--- config.mk ---
export PLATFORM = sky130hd
export DESIGN_NAME = erc_exec_pipe
export DESIGN_NICKNAME = d
export VERILOG_FILES = /design/src/erc_stage_reg.v /design/src/erc_exec_pipe.v
export VERILOG_INCLUDE_DIRS = /design/src
export SDC_FILE = /design/constraint.sdc
export NUM_CORES = 2
export LEC_CHECK = 0
export BUFFER_PORTS_ARGS = -buffer_cell sky130_fd_sc_hd__buf_2
export CORE_AREA = 4 4 555 557
export DETAILED_ROUTE_END_ITERATION = 7
export DIE_AREA = 0 0 559 561
export PLACE_DENSITY = 0.55
export SETUP_SLACK_MARGIN = 0.4
export SLEW_MARGIN = 5
export SYNTH_ARGS = -nofsm -noshare
export SYNTH_HDL_FRONTEND = slang
export SYNTH_HIERARCHICAL = 1
export SYNTH_SLANG_ARGS = --single-unit
--- constraint.sdc ---
create_clock -name mclk -period 54.3 [get_ports mclk]
set_input_delay 13.575 -clock mclk [delete_from_list [all_inputs] [get_ports mclk]]
set_output_delay 13.575 -clock mclk [all_outputs]
set_load 0.01 [all_outputs]
--- src/erc_regs.vh ---
// constants for the execution pipeline recirculation control block
// What this block does
// [RQ1] alu lanes bypass results from execute stage (one shared bypass, lane one wins when both issue)
// [RQ2] memory lane bypasses only from cache/miss
// [RQ3] loads start cache access, address in execute
// [RQ4] fp operands read in execute, bypass end
// [RQ5] branch resolves in execute, flags mispredict
// [RQ6] indirect jump target computed, sent fetch
// [RQ7] unsigned word and doubleword load in cache
// [RQ8] translation and prefetch start cache, ready miss
// [RQ9] special unit result at cache end
// [RQ10] alu lanes write working file in cache (one result only, lane one wins when both issue)
// [RQ11] fp runs cache, miss, write; ends extend
// [RQ12] miss found by comparing physical tags
// [RQ13] signed and narrow loads align in miss
// [RQ14] fp load data delivered in miss stage
// [RQ15] memory lane writes back, requests l2 (write-back dropped when an alu write in cache takes the port)
// [RQ16] extend fp result bypasses to cache entry
// [RQ17] copy committed file on trap, recirculate
// [RQ18] trap kills trapping and younger results
// [RQ19] commit writes architectural and fp files
// [RQ20] late dependency recirculates from offending pc
// [RQ21] recirculated instruction issued alone, held
// [RQ22] missed load waits fill, two helpers follow
`ifndef ERC_REGS_VH
`define ERC_REGS_VH
// load size codes
`define ERC_LD_X   3'h0
`define ERC_LD_UW  3'h1
`define ERC_LD_SW  3'h2
`define ERC_LD_H   3'h3
`define ERC_LD_B   3'h4
// stage indexes of the shared pipe stage
`define ERC_ST_E   3'h0
`define ERC_ST_C   3'h1
`define ERC_ST_M   3'h2
`define ERC_ST_W   3'h3
`define ERC_ST_X   3'h4
`define ERC_ST_T   3'h5
`define ERC_ST_D   3'h6
`define ERC_NSTAGE 7
`define ERC_HELPERS 2'h2
`endif

--- src/erc_stage_reg.v ---
// one pipeline stage register with valid and kill
`timescale 1ns/1ps
`default_nettype none
module erc_stage_reg #(
  parameter W = 8
) (
  input  wire         mclk,
  input  wire         rst_n,
  input  wire         kill,
  input  wire         in_vld,
  input  wire [W-1:0] in_dat,
  output reg          out_vld,
  output reg  [W-1:0] out_dat
);
  // kill drops the valid, the payload is left stale on purpose
  always @(posedge mclk or negedge rst_n) begin
    if (!rst_n) begin
      out_vld <= 1'b0;
      out_dat <= {W{1'b0}};
    end else begin
      out_vld <= in_vld & ~kill;
      out_dat <= in_dat;
    end
  end
endmodule // erc_stage_reg
`default_nettype wire

--- src/erc_exec_pipe.v ---
// back half of the in-order execution pipeline with trap and recirculation
`timescale 1ns/1ps
`default_nettype none
`include "erc_regs.vh"
module erc_exec_pipe #(
  parameter XW = 64,
  parameter RW = 5,
  parameter AW = 64,
  parameter PW = 40
) (
  input  wire          mclk,
  input  wire          rstn,
  // integer_alu_lane_zero / one issue (execute stage)
  input  wire          a0_vld,
  input  wire [1:0]    a0_op,
  input  wire [RW-1:0] a0_rd,
  input  wire [XW-1:0] a0_src1,
  input  wire [XW-1:0] a0_src2,
  input  wire          a1_vld,
  input  wire [1:0]    a1_op,
  input  wire [RW-1:0] a1_rd,
  input  wire [XW-1:0] a1_src1,
  input  wire [XW-1:0] a1_src2,
  // memory_special_lane issue
  input  wire          ms_vld,
  input  wire          ms_load,
  input  wire          ms_fpload,
  input  wire          ms_jump,
  input  wire          ms_special,
  input  wire [2:0]    ms_size,
  input  wire [RW-1:0] ms_rd,
  input  wire [XW-1:0] ms_base,
  input  wire [XW-1:0] ms_offs,
  input  wire [AW-1:0] ms_pc,
  // branch_lane issue
  input  wire          br_vld,
  input  wire          br_pred,
  input  wire          br_taken,
  // fp_add_lane / fp_multiply_lane issue
  input  wire          fp_vld,
  input  wire [RW-1:0] fp_rd,
  input  wire [XW-1:0] fp_src,
  // cache and translation results
  input  wire [XW-1:0] dc_data,
  input  wire [PW-1:0] dc_tag_pa,
  input  wire [PW-1:0] tlb_pa,
  input  wire          trap_req,
  input  wire          late_dep,
  input  wire          dep_clear,
  input  wire          fill_ready,
  // outputs
  output reg  [XW-1:0] byp_e,
  output reg           byp_e_vld,
  output reg  [XW-1:0] byp_cm,
  output reg           byp_cm_vld,
  output reg  [XW-1:0] fp_byp,
  output reg           fp_byp_vld,
  output reg  [AW-1:0] dc_vaddr,
  output reg           dc_start,
  output reg           tlb_start,
  output reg           pcache_start,
  output reg           mispredict,
  output reg           jump_vld,
  output reg  [AW-1:0] jump_target,
  output reg  [XW-1:0] fp_load_data,
  output reg           fp_load_vld,
  output reg           wrf_we,
  output reg  [RW-1:0] wrf_addr,
  output reg  [XW-1:0] wrf_data,
  output reg           l2_req,
  output reg  [PW-1:0] l2_addr,
  output reg           arf_we,
  output reg  [RW-1:0] arf_addr,
  output reg  [XW-1:0] arf_data,
  output reg           frf_we,
  output reg  [RW-1:0] frf_addr,
  output reg  [XW-1:0] frf_data,
  output reg           restore_wrf,
  output reg           recirc,
  output reg  [AW-1:0] recirc_pc,
  output reg           hold_single,
  output reg           helper_vld,
  output reg           dispatch_stall
);
  // reset release through two flip-flops
  reg rst_s1;
  reg rst_n;
  always @(posedge mclk or negedge rstn) begin
    if (!rstn) begin
      rst_s1 <= 1'b0;
      rst_n  <= 1'b0;
    end else begin
      rst_s1 <= 1'b1;
      rst_n  <= rst_s1;
    end
  end

  // alu arithmetic shared by both lanes
  function [XW-1:0] alu;
    input [1:0]    op;
    input [XW-1:0] a;
    input [XW-1:0] b;
    begin
      case (op)
        2'h0:    alu = a + b;
        2'h1:    alu = a - b;
        2'h2:    alu = a << b[5:0];
        default: alu = a & b;
      endcase
    end
  endfunction

  // align and extend narrow loads
  function [XW-1:0] ld_align;
    input [2:0]    sz;
    input [XW-1:0] d;
    begin
      case (sz)
        `ERC_LD_SW: ld_align = {{(XW-32){d[31]}}, d[31:0]};
        `ERC_LD_H:  ld_align = {{(XW-16){d[15]}}, d[15:0]};
        `ERC_LD_B:  ld_align = {{(XW-8){d[7]}}, d[7:0]};
        default:    ld_align = d;
      endcase
    end
  endfunction

  wire kill = trap_req | late_dep;

  // execute stage: alu results and bypass, only alu lanes feed it
  wire [XW-1:0] a0_res = alu(a0_op, a0_src1, a0_src2);
  wire [XW-1:0] a1_res = alu(a1_op, a1_src1, a1_src2);
  wire [XW-1:0] ms_va  = ms_base + ms_offs; // sum addressed decode target
  always @(posedge mclk or negedge rst_n) begin
    if (!rst_n) begin
      byp_e     <= {XW{1'b0}};
      byp_e_vld <= 1'b0;
    end else begin
      byp_e     <= a1_vld ? a1_res : a0_res;         // RQ1
      byp_e_vld <= (a0_vld | a1_vld) & ~kill;        // RQ1
    end
  end

  // execute stage: load address, branch, jump target
  always @(posedge mclk or negedge rst_n) begin
    if (!rst_n) begin
      dc_vaddr    <= {AW{1'b0}};
      dc_start    <= 1'b0;
      mispredict  <= 1'b0;
      jump_vld    <= 1'b0;
      jump_target <= {AW{1'b0}};
    end else begin
      dc_vaddr    <= ms_va[AW-1:0];                  // RQ3
      dc_start    <= ms_vld & ms_load & ~kill;       // RQ3
      mispredict  <= br_vld & (br_pred != br_taken); // RQ5
      jump_vld    <= ms_vld & ms_jump & ~kill;       // RQ6
      jump_target <= ms_va[AW-1:0];                  // RQ6
    end
  end

  // payload carried down the memory lane: load,fpload,special,size,rd,va
  localparam MSW = 3 + 3 + RW + XW;
  wire [MSW-1:0] ms_e_dat = {ms_load, ms_fpload, ms_special, ms_size, ms_rd, ms_va};
  wire           ms_c_vld, ms_m_vld, ms_w_vld;
  wire [MSW-1:0] ms_c_dat, ms_m_dat, ms_w_dat;
  erc_stage_reg #(.W(MSW)) u_ms_c (
    .mclk(mclk), .rst_n(rst_n), .kill(kill), .in_vld(ms_vld & ~ms_jump),
    .in_dat(ms_e_dat), .out_vld(ms_c_vld), .out_dat(ms_c_dat));
  erc_stage_reg #(.W(MSW)) u_ms_m (
    .mclk(mclk), .rst_n(rst_n), .kill(kill), .in_vld(ms_c_vld),
    .in_dat(ms_c_dat), .out_vld(ms_m_vld), .out_dat(ms_m_dat));
  erc_stage_reg #(.W(MSW)) u_ms_w (
    .mclk(mclk), .rst_n(rst_n), .kill(kill), .in_vld(ms_m_vld),
    .in_dat(ms_m_dat), .out_vld(ms_w_vld), .out_dat(ms_w_dat));

  wire          c_load  = ms_c_dat[MSW-1];
  wire          c_fpld  = ms_c_dat[MSW-2];
  wire          c_spec  = ms_c_dat[MSW-3];
  wire [2:0]    c_size  = ms_c_dat[MSW-4:MSW-6];
  wire          m_load  = ms_m_dat[MSW-1];
  wire          m_fpld  = ms_m_dat[MSW-2];
  wire [2:0]    m_size  = ms_m_dat[MSW-4:MSW-6];
  wire [RW-1:0] w_rd    = ms_w_dat[XW+RW-1:XW];
  wire          c_fast  = (c_size == `ERC_LD_X) | (c_size == `ERC_LD_UW);
  wire          m_slow  = ~((m_size == `ERC_LD_X) | (m_size == `ERC_LD_UW));

  // miss-stage results land on the edge that raises ms_w_vld, so they line up
  reg [XW-1:0] c_res;
  reg [XW-1:0] w_res;
  reg          w_miss;
  reg [PW-1:0] w_pa;
  always @(posedge mclk or negedge rst_n) begin
    if (!rst_n) begin
      c_res  <= {XW{1'b0}};
      w_res  <= {XW{1'b0}};
      w_miss <= 1'b0;
      w_pa   <= {PW{1'b0}};
    end else begin
      c_res  <= c_load ? dc_data : ms_c_dat[XW-1:0];
      w_res  <= m_load ? ld_align(m_size, c_res) : c_res;       // RQ13
      w_miss <= ms_m_vld & m_load & (tlb_pa != dc_tag_pa);       // RQ12
      w_pa   <= tlb_pa;
    end
  end

  // cache-stage starts and the memory-lane bypass, never from execute
  always @(posedge mclk or negedge rst_n) begin
    if (!rst_n) begin
      tlb_start    <= 1'b0;
      pcache_start <= 1'b0;
      byp_cm       <= {XW{1'b0}};
      byp_cm_vld   <= 1'b0;
    end else begin
      tlb_start    <= ms_c_vld & c_load;                          // RQ8
      pcache_start <= ms_c_vld & c_fpld;                          // RQ8
      if (ms_c_vld & c_load & c_fast & ~c_fpld) begin
        byp_cm     <= dc_data;                                    // RQ7
        byp_cm_vld <= ~kill;                                      // RQ2
      end else if (ms_c_vld & c_spec) begin
        byp_cm     <= ms_c_dat[XW-1:0];                           // RQ9
        byp_cm_vld <= ~kill;                                      // RQ9
      end else if (ms_m_vld & m_load & m_slow & ~m_fpld) begin
        byp_cm     <= ld_align(m_size, c_res);                    // RQ13
        byp_cm_vld <= ~kill;                                      // RQ2
      end else begin
        byp_cm_vld <= 1'b0;
      end
    end
  end

  // fp load data to fp lanes in miss stage
  always @(posedge mclk or negedge rst_n) begin
    if (!rst_n) begin
      fp_load_data <= {XW{1'b0}};
      fp_load_vld  <= 1'b0;
    end else begin
      fp_load_data <= c_res;                                      // RQ14
      fp_load_vld  <= ms_m_vld & m_fpld & ~kill;                  // RQ14
    end
  end

  // one alu lane carried into cache stage for working file write, lane one when both issue
  wire          al_c_vld;
  wire [RW+XW-1:0] al_c_dat;
  erc_stage_reg #(.W(RW+XW)) u_al_c (
    .mclk(mclk), .rst_n(rst_n), .kill(kill), .in_vld(a0_vld | a1_vld),
    .in_dat(a1_vld ? {a1_rd, a1_res} : {a0_rd, a0_res}),
    .out_vld(al_c_vld), .out_dat(al_c_dat));

  // working file port: alu in cache stage wins, memory lane in write stage
  always @(posedge mclk or negedge rst_n) begin
    if (!rst_n) begin
      wrf_we   <= 1'b0;
      wrf_addr <= {RW{1'b0}};
      wrf_data <= {XW{1'b0}};
      l2_req   <= 1'b0;
      l2_addr  <= {PW{1'b0}};
    end else begin
      if (al_c_vld) begin
        wrf_we   <= 1'b1;                                         // RQ10
        wrf_addr <= al_c_dat[RW+XW-1:XW];
        wrf_data <= al_c_dat[XW-1:0];
      end else begin
        wrf_we   <= ms_w_vld & ~w_miss;                           // RQ15
        wrf_addr <= w_rd;
        wrf_data <= w_res;
      end
      l2_req  <= ms_w_vld & w_miss;                               // RQ15
      l2_addr <= w_pa;
    end
  end

  // fp pipe: operands in execute, cycles in c, m, w, done in x
  wire [XW-1:0] fp_opnd = (fp_byp_vld) ? fp_byp : fp_src;         // RQ4
  wire          fp_c_vld, fp_m_vld, fp_w_vld, fp_x_vld;
  wire [RW+XW-1:0] fp_c_dat, fp_m_dat, fp_w_dat, fp_x_dat;
  erc_stage_reg #(.W(RW+XW)) u_fp_c (
    .mclk(mclk), .rst_n(rst_n), .kill(kill), .in_vld(fp_vld),
    .in_dat({fp_rd, fp_opnd}), .out_vld(fp_c_vld), .out_dat(fp_c_dat));
  erc_stage_reg #(.W(RW+XW)) u_fp_m (
    .mclk(mclk), .rst_n(rst_n), .kill(kill), .in_vld(fp_c_vld),
    .in_dat(fp_c_dat), .out_vld(fp_m_vld), .out_dat(fp_m_dat));   // RQ11
  erc_stage_reg #(.W(RW+XW)) u_fp_w (
    .mclk(mclk), .rst_n(rst_n), .kill(kill), .in_vld(fp_m_vld),
    .in_dat(fp_m_dat), .out_vld(fp_w_vld), .out_dat(fp_w_dat));   // RQ11
  erc_stage_reg #(.W(RW+XW)) u_fp_x (
    .mclk(mclk), .rst_n(rst_n), .kill(kill), .in_vld(fp_w_vld),
    .in_dat(fp_w_dat), .out_vld(fp_x_vld), .out_dat(fp_x_dat));   // RQ11

  // extend-stage result offered to the op entering cache next cycle
  always @(posedge mclk or negedge rst_n) begin
    if (!rst_n) begin
      fp_byp     <= {XW{1'b0}};
      fp_byp_vld <= 1'b0;
    end else begin
      fp_byp     <= fp_x_dat[XW-1:0];                             // RQ16
      fp_byp_vld <= fp_x_vld & ~kill;                             // RQ16
    end
  end

  // memory lane passes extend too, so its trap stage lines up with the fp lanes
  // a trap drops what moves into trap and into done, younger ones never commit
  wire          xi_vld, ti_vld, tf_vld, di_vld, df_vld;
  wire [RW+XW-1:0] xi_dat, ti_dat, tf_dat, di_dat, df_dat;
  erc_stage_reg #(.W(RW+XW)) u_xi (
    .mclk(mclk), .rst_n(rst_n), .kill(kill), .in_vld(ms_w_vld & ~w_miss),
    .in_dat({w_rd, w_res}), .out_vld(xi_vld), .out_dat(xi_dat));
  erc_stage_reg #(.W(RW+XW)) u_ti (
    .mclk(mclk), .rst_n(rst_n), .kill(trap_req), .in_vld(xi_vld),
    .in_dat(xi_dat), .out_vld(ti_vld), .out_dat(ti_dat));          // RQ18
  erc_stage_reg #(.W(RW+XW)) u_tf (
    .mclk(mclk), .rst_n(rst_n), .kill(trap_req), .in_vld(fp_x_vld),
    .in_dat(fp_x_dat), .out_vld(tf_vld), .out_dat(tf_dat));
  erc_stage_reg #(.W(RW+XW)) u_di (
    .mclk(mclk), .rst_n(rst_n), .kill(trap_req), .in_vld(ti_vld),
    .in_dat(ti_dat), .out_vld(di_vld), .out_dat(di_dat));          // RQ18
  erc_stage_reg #(.W(RW+XW)) u_df (
    .mclk(mclk), .rst_n(rst_n), .kill(trap_req), .in_vld(tf_vld),
    .in_dat(tf_dat), .out_vld(df_vld), .out_dat(df_dat));          // RQ18

  // commit writes into the architectural and fp files
  always @(posedge mclk or negedge rst_n) begin
    if (!rst_n) begin
      arf_we   <= 1'b0;
      arf_addr <= {RW{1'b0}};
      arf_data <= {XW{1'b0}};
      frf_we   <= 1'b0;
      frf_addr <= {RW{1'b0}};
      frf_data <= {XW{1'b0}};
    end else begin
      arf_we   <= di_vld;                                         // RQ19
      arf_addr <= di_dat[RW+XW-1:XW];
      arf_data <= di_dat[XW-1:0];
      frf_we   <= df_vld;                                         // RQ19
      frf_addr <= df_dat[RW+XW-1:XW];
      frf_data <= df_dat[XW-1:0];
    end
  end

  // recirculation control, one-hot
  localparam S_RUN  = 4'h1;
  localparam S_HOLD = 4'h2;
  localparam S_FILL = 4'h4;
  localparam S_HELP = 4'h8;
  reg [3:0]    state;
  reg [3:0]    next_state;
  reg [1:0]    help_cnt;
  reg [AW-1:0] w_pc;
  reg [AW-1:0] m_pc;
  reg [AW-1:0] c_pc;
  // pc follows the memory lane so recirculation restarts at the offender
  always @(posedge mclk or negedge rst_n) begin
    if (!rst_n) begin
      c_pc <= {AW{1'b0}};
      m_pc <= {AW{1'b0}};
      w_pc <= {AW{1'b0}};
    end else begin
      c_pc <= ms_pc;
      m_pc <= c_pc;
      w_pc <= m_pc;
    end
  end

  wire miss_event = ms_w_vld & w_miss;
  always @* begin
    next_state = state;
    case (state)
      S_RUN:   if (miss_event) next_state = S_FILL;              // RQ22
               else if (late_dep) next_state = S_HOLD;           // RQ20
      S_HOLD:  if (dep_clear) next_state = S_RUN;                // RQ21
      S_FILL:  if (fill_ready) next_state = S_HELP;              // RQ22
      S_HELP:  if (help_cnt == 2'h1) next_state = S_RUN;
      default: next_state = S_RUN;
    endcase
  end

  always @(posedge mclk or negedge rst_n) begin
    if (!rst_n) begin
      state          <= S_RUN;
      help_cnt       <= 2'h0;
      recirc         <= 1'b0;
      recirc_pc      <= {AW{1'b0}};
      restore_wrf    <= 1'b0;
      hold_single    <= 1'b0;
      helper_vld     <= 1'b0;
      dispatch_stall <= 1'b0;
    end else begin
      state       <= next_state;
      recirc      <= (state == S_RUN) & (miss_event | late_dep);  // RQ20
      recirc_pc   <= w_pc;                                        // RQ20
      restore_wrf <= trap_req | ((state == S_RUN) & (miss_event | late_dep)); // RQ17
      // offender goes alone and waits for its dependency or fill data
      hold_single <= (next_state == S_HOLD) | (next_state == S_FILL); // RQ21
      dispatch_stall <= next_state != S_RUN;                      // RQ20
      if (state == S_FILL && fill_ready) begin
        help_cnt <= `ERC_HELPERS;                                 // RQ22
      end else if (help_cnt != 2'h0) begin
        help_cnt <= help_cnt - 2'h1;
      end
      helper_vld <= next_state == S_HELP;                         // RQ22
    end
  end
endmodule // erc_exec_pipe
`default_nettype wire

[After elaboration in Yosys (flattened, before gate mapping)]
Index checks and enable logic that the tools add are counted.
Word-level totals
  register bits: 1939
  output and inout bits: 713
  bits of input ports: 700
Cells by class
  muxes and demuxes: 25
  add/subtract/negate cells: 6
  shift-type cells: 2
  bitwise gates (word level): 50
  reduce and logical (&&, ||, !) cells: 8
  eq/ne operators: 20
Operators by type and width (number)
  $pmux 64 s3: 3
  $mux 64: 8
  $add 64x64->64: 3
  $and 64x64->64: 2
  $shl 64x6->64: 2
  $sub 64x64->64: 2
  $mux 69: 1
  $ne 40x40->1: 1
  $and 1x1->1: 34
  $mux 4: 5
  $pmux 4 s4: 1
  $eq 4x2->1 const B: 2
  $eq 4x3->1 const B: 2
  $eq 4x4->1 const B: 2
  $not 1->1: 7
  $or 1x1->1: 7
  $eq 2x1->1 const B: 3
  $eq 3x1->1 const B: 2
  $eq 3x2->1 const B: 2
  $logic_not 3->1: 2
  $mux 5: 1
  $eq 2x2->1 const B: 2
  $eq 4x1->1 const B: 1
  $logic_not 2->1: 2
  other kinds (9): 14

[Depth between registers and ports, before layout]
  depth in word-level cells: 8
  mapped depth: 27
  depth with buffers taken out: 23

[Modules after synthesis]
The synthesis kept the hierarchy.
Modules (own cells, without submodules)
  erc_exec_pipe: cells each 5504, area each 55186.7 um^2, instances 1
  erc_stage_reg (u_al_c ...): cells each 71, area each 1765.4 um^2, instances 10
  erc_stage_reg (u_ms_c ...): cells each 77, area each 1915.6 um^2, instances 3

[Worst setup path after synthesis]
No wires, ideal clock.
  path type: input to register
  from: input a1_src2[0]
  to: register byp_e[61]
  arrival: 19048 ps
  stages: 25
  setup slack: 35110 ps
  setup time: 142 ps
  path through: buf_2 > buf_2 > buf_2 > inv_1 > buf_1 > ha_1 > or3b_2 > nor4_1 > and2_1 > inv_1 > nor3b_1 > a21oi_1 > xnor2_1 > ha_1 > clkbuf_1 > and4_1 > nand3_1 > or2_2 > o221ai_1 > a221oi_1 > a31oi_1 > a41oi_1 > nor4_2 > mux2i_1 > a22oi_1
Between the ends
  word-level cells in the longest chain between the ends: 3
  elaborated cells on any way between the ends: 5
  classes of those cells: 2 x add/sub; 1 x shift; 2 x mux
Ends and longest elaborated chain
  start: declaration: RTL line erc_exec_pipe.v:23  | input wire [XW-1:0] a1_src2,
  $sub 64x64->64 (tied with other cells): RTL line erc_exec_pipe.v:106  | 2'h1: alu = a - b;
  $pmux 64 s3 (*): RTL line erc_exec_pipe.v:104  | case (op)
  $mux 64 (*): RTL line erc_exec_pipe.v:138  | byp_e <= a1_vld ? a1_res : a0_res;
  end signal: assignment: RTL line erc_exec_pipe.v:135  | byp_e <= {XW{1'b0}};
  end signal: assignment: RTL line erc_exec_pipe.v:138
  end: declaration: RTL line erc_exec_pipe.v:52  | output reg [XW-1:0] byp_e,
Mark *: on every way between the ends. The rest lies on a longest branch, timed or not.
A chain may end at the register's enable or synchronous reset.

[Worst setup path after layout]
  from: input a0_src2[0]
  to: register byp_e[60]
Between the ends
  word-level cells in the longest chain between the ends: 3
  elaborated cells on any way between the ends: 5
  classes of those cells: 2 x add/sub; 1 x shift; 2 x mux
Ends and longest elaborated chain
  start: declaration: RTL line erc_exec_pipe.v:18  | input wire [XW-1:0] a0_src2,
  $sub 64x64->64 (tied with other cells): RTL line erc_exec_pipe.v:106
  $pmux 64 s3 (*): RTL line erc_exec_pipe.v:104
  $mux 64 (*): RTL line erc_exec_pipe.v:138
Marks and branches as above.

==> flow_metrics.tcl <==
set metrics [dict create \
    p_total_uw 3770 \
    coreArea_um2 303000 \
    postCtsResizedCells 0 \
    yosys_warnings 6 \
    die_h_um 561 \
    cts_tree "yes" \
    cts_buffers 196 \
    min_period_ns 20.45 \
    worstSetupPathType "input pin to register" \
    hold_viol 0 \
    cts.path.max_buffers 4 \
    multiInputGateArea_um2 28100 \
    fin_skew_ns 0.112 \
    place_area_um2 86500 \
    first_global_vias 59700 \
    start_kind "input pin" \
    worstSetupEndpointType "register" \
    cts_setup_buffers 0 \
    io_buffers 1412 \
    cp_max_fo 44 \
    post_synth.cell_area_avg_um2 11.9 \
    p_leak_uw 0.0422 \
    comb_power_share 0.197 \
    fin_crit_sh 0.377 \
    reg2reg_to "u_fp_c/out_dat[64]" \
    grtUsageTotal 0.233 \
    cp.required_ns 54.98 \
    num_vias 59600 \
    instances_no_fill 11800 \
    synth.net_count 7210 \
    die_w_um 559 \
    relSlewSlack -0.0544 \
    ios 1413 \
    outcome "complete, but fails checks" \
    drt_pass1_iterations 8 \
    dpl.hpwl_mm 307 \
    htree_levels 4 \
    p_sw_frac 0.315 \
    cap_violations 1 \
    finalNetCount 8523 \
    antenna_found_initial 145 \
    p_int_uw 2580 \
    fin_area_um2 93500 \
    num_rows 202 \
    power_frac_seq 0.427 \
    p_sw_uw 1190 \
    setup_violations 0 \
    drv_slew 2 \
    ctsHoldBuffers 0 \
    whs_path_depth 0 \
    synthCells 6310 \
    hold_path.class "register to register" \
    timing.reg2reg.worst_path_depth 5 \
    antenna_left 0 \
    holdPathEnd "u_di/out_dat[35]" \
    violations "design-rule violations, max-capacitance violations, max-slew violations" \
    r2r_start "rst_n" \
    start_util 0.249 \
    hp-start "u_ti/out_dat[35]" \
    ir_worst_vdd_uv 26.1 \
    num-fill-cells 30900 \
    path_clk_slew_ns 0.06 \
    grt_setup_unrepaired "false" \
    dpl.cell_count 11400 \
    drive_above_1_share 0.293 \
    worstSkewPairLatency_ns 0.90 \
    fmax_mhz 48.9 \
    finalSetupTns_ns 0 \
    area_growth_pct 24.3 \
    cp_data_arrival_time_ns 21.13 \
    first_iter_violations 6397 \
    wl_mm 379 \
    grt_pass1_wl_mm 512 \
    grt_overflow 0 \
    place_congestion 0.996 \
    register_area_um2 45100 \
    wl_per_cell_um 32.1 \
    r2r_slack_ns 48.93 \
    cts_root_buf "clkbuf_16" \
    syn_area_um2 75200 \
    worstMarginPinSlew_ns 1.57 \
    vias_per_cell 5.04 \
    dieArea_um2 314000 \
    cts_sinks 1803 \
    grt_max_degree 204 \
    p_per_area_nw_per_um2 40.4 \
    pwr-share-clk 0.376 \
    whs_ns 0.248 \
    post-route-drc-count 10 \
]
registers in the layout, indices dropped and copies added (netlist names), 64 cells and up:
signal / flops
u_ms_c/out_dat: 75
u_al_c/out_dat: 69
u_df/out_dat: 69
u_di/out_dat: 69
u_fp_c/out_dat: 69
u_fp_m/out_dat: 69
u_fp_w/out_dat: 69
u_fp_x/out_dat: 69
u_tf/out_dat: 69
u_ti/out_dat: 69
u_xi/out_dat: 69
arf_data: 64
byp_cm: 64
byp_e: 64
c_pc: 64
c_res: 64
fp_byp: 64
fp_load_data: 64
frf_data: 64
jump_target: 64
m_pc: 64
recirc_pc: 64
w_pc: 64
wrf_data: 64
power by group through the flow:
stage | clock network [µW] | registers, µW | logic (µW)
finish | 1420 | 1610 | 744
global route | 1520 | 1630 | 790
CTS | 1460 | 1620 | 740
detailed placement | 0 | 1640 | 736
global placement | 0 | 1640 | 739
floorplan | 0 | 1630 | 334
worst max path at each step:
stage	start	end	slack (ns)	cells after the start
floorplan	rst_n	arf_addr[0]	25.10	0
global placement	a0_src2[0]	byp_e[60]	33.31	22
detailed placement	a0_src2[0]	byp_e[60]	33.37	21
CTS	a0_src2[0]	byp_e[60]	34.26	21
global route	a0_src2[0]	byp_e[60]	33.73	21
finish	a0_src2[0]	byp_e[60]	33.85	21
per-stage QoR:
stage,util,worst slack [ns]
detailed placement,0.286,33.37
global placement,0.286,33.31
floorplan,-,25.10
global route,0.309,33.73
CTS,0.309,34.26
finish,0.309,33.85
layer usage:
layer / share of wire / GRT usage / vias up
met5: 0.0013 / 0 / -
met3: 0.082 / 0.0625 / 713
met2: 0.44 / 0.361 / 3113
met1: 0.41 / 0.300 / 30600
met4: 0.060 / 0.116 / 78
li1: - / - / 25100
critical path: stages:
cell      delay (ns)
buf_2           0.27
buf_4           0.41
nor3_1          0.57
nand3_1         0.45
nor3_1          0.42
nand3_1         0.22
nor2_1          0.31
nand3_1         0.17
nor4_1          0.46
nor2_1          0.10
xnor2_1         0.17
ha_1            0.39
nand2_1         0.18
nor2_1          0.08
a221oi_1        0.44
nand2_1         0.09
o21ai_0         0.51
nand4_1         0.19
a31oi_1         1.07
a211oi_1        0.55
a211oi_1        0.44
cell usage in the layout, fill, tap and decap left out, types with 111 or more instances in the layout:
cell type,instances
dfrtp_1,1798
buf_2,1409
nand2_1,626
a21oi_1,466
o21ai_0,406
nor2_1,296
mux2_2,241
clkbuf_16,198
ha_1,197
xnor2_1,187
mux2i_1,150
xor2_1,133
a31oi_1,122
nand3_1,119
buf_4,111
area by class of cell:
class,instances,area share
antenna,56,0.00150
clock buffer,265,0.0599
clock inverter,96,0.0140
inverter,88,0.00353
multi-input combinational,4011,0.300
sequential,1803,0.483
tap,3978,0.0532
timing repair buffer,1523,0.0850
Power figures use the tool's default switching activity.
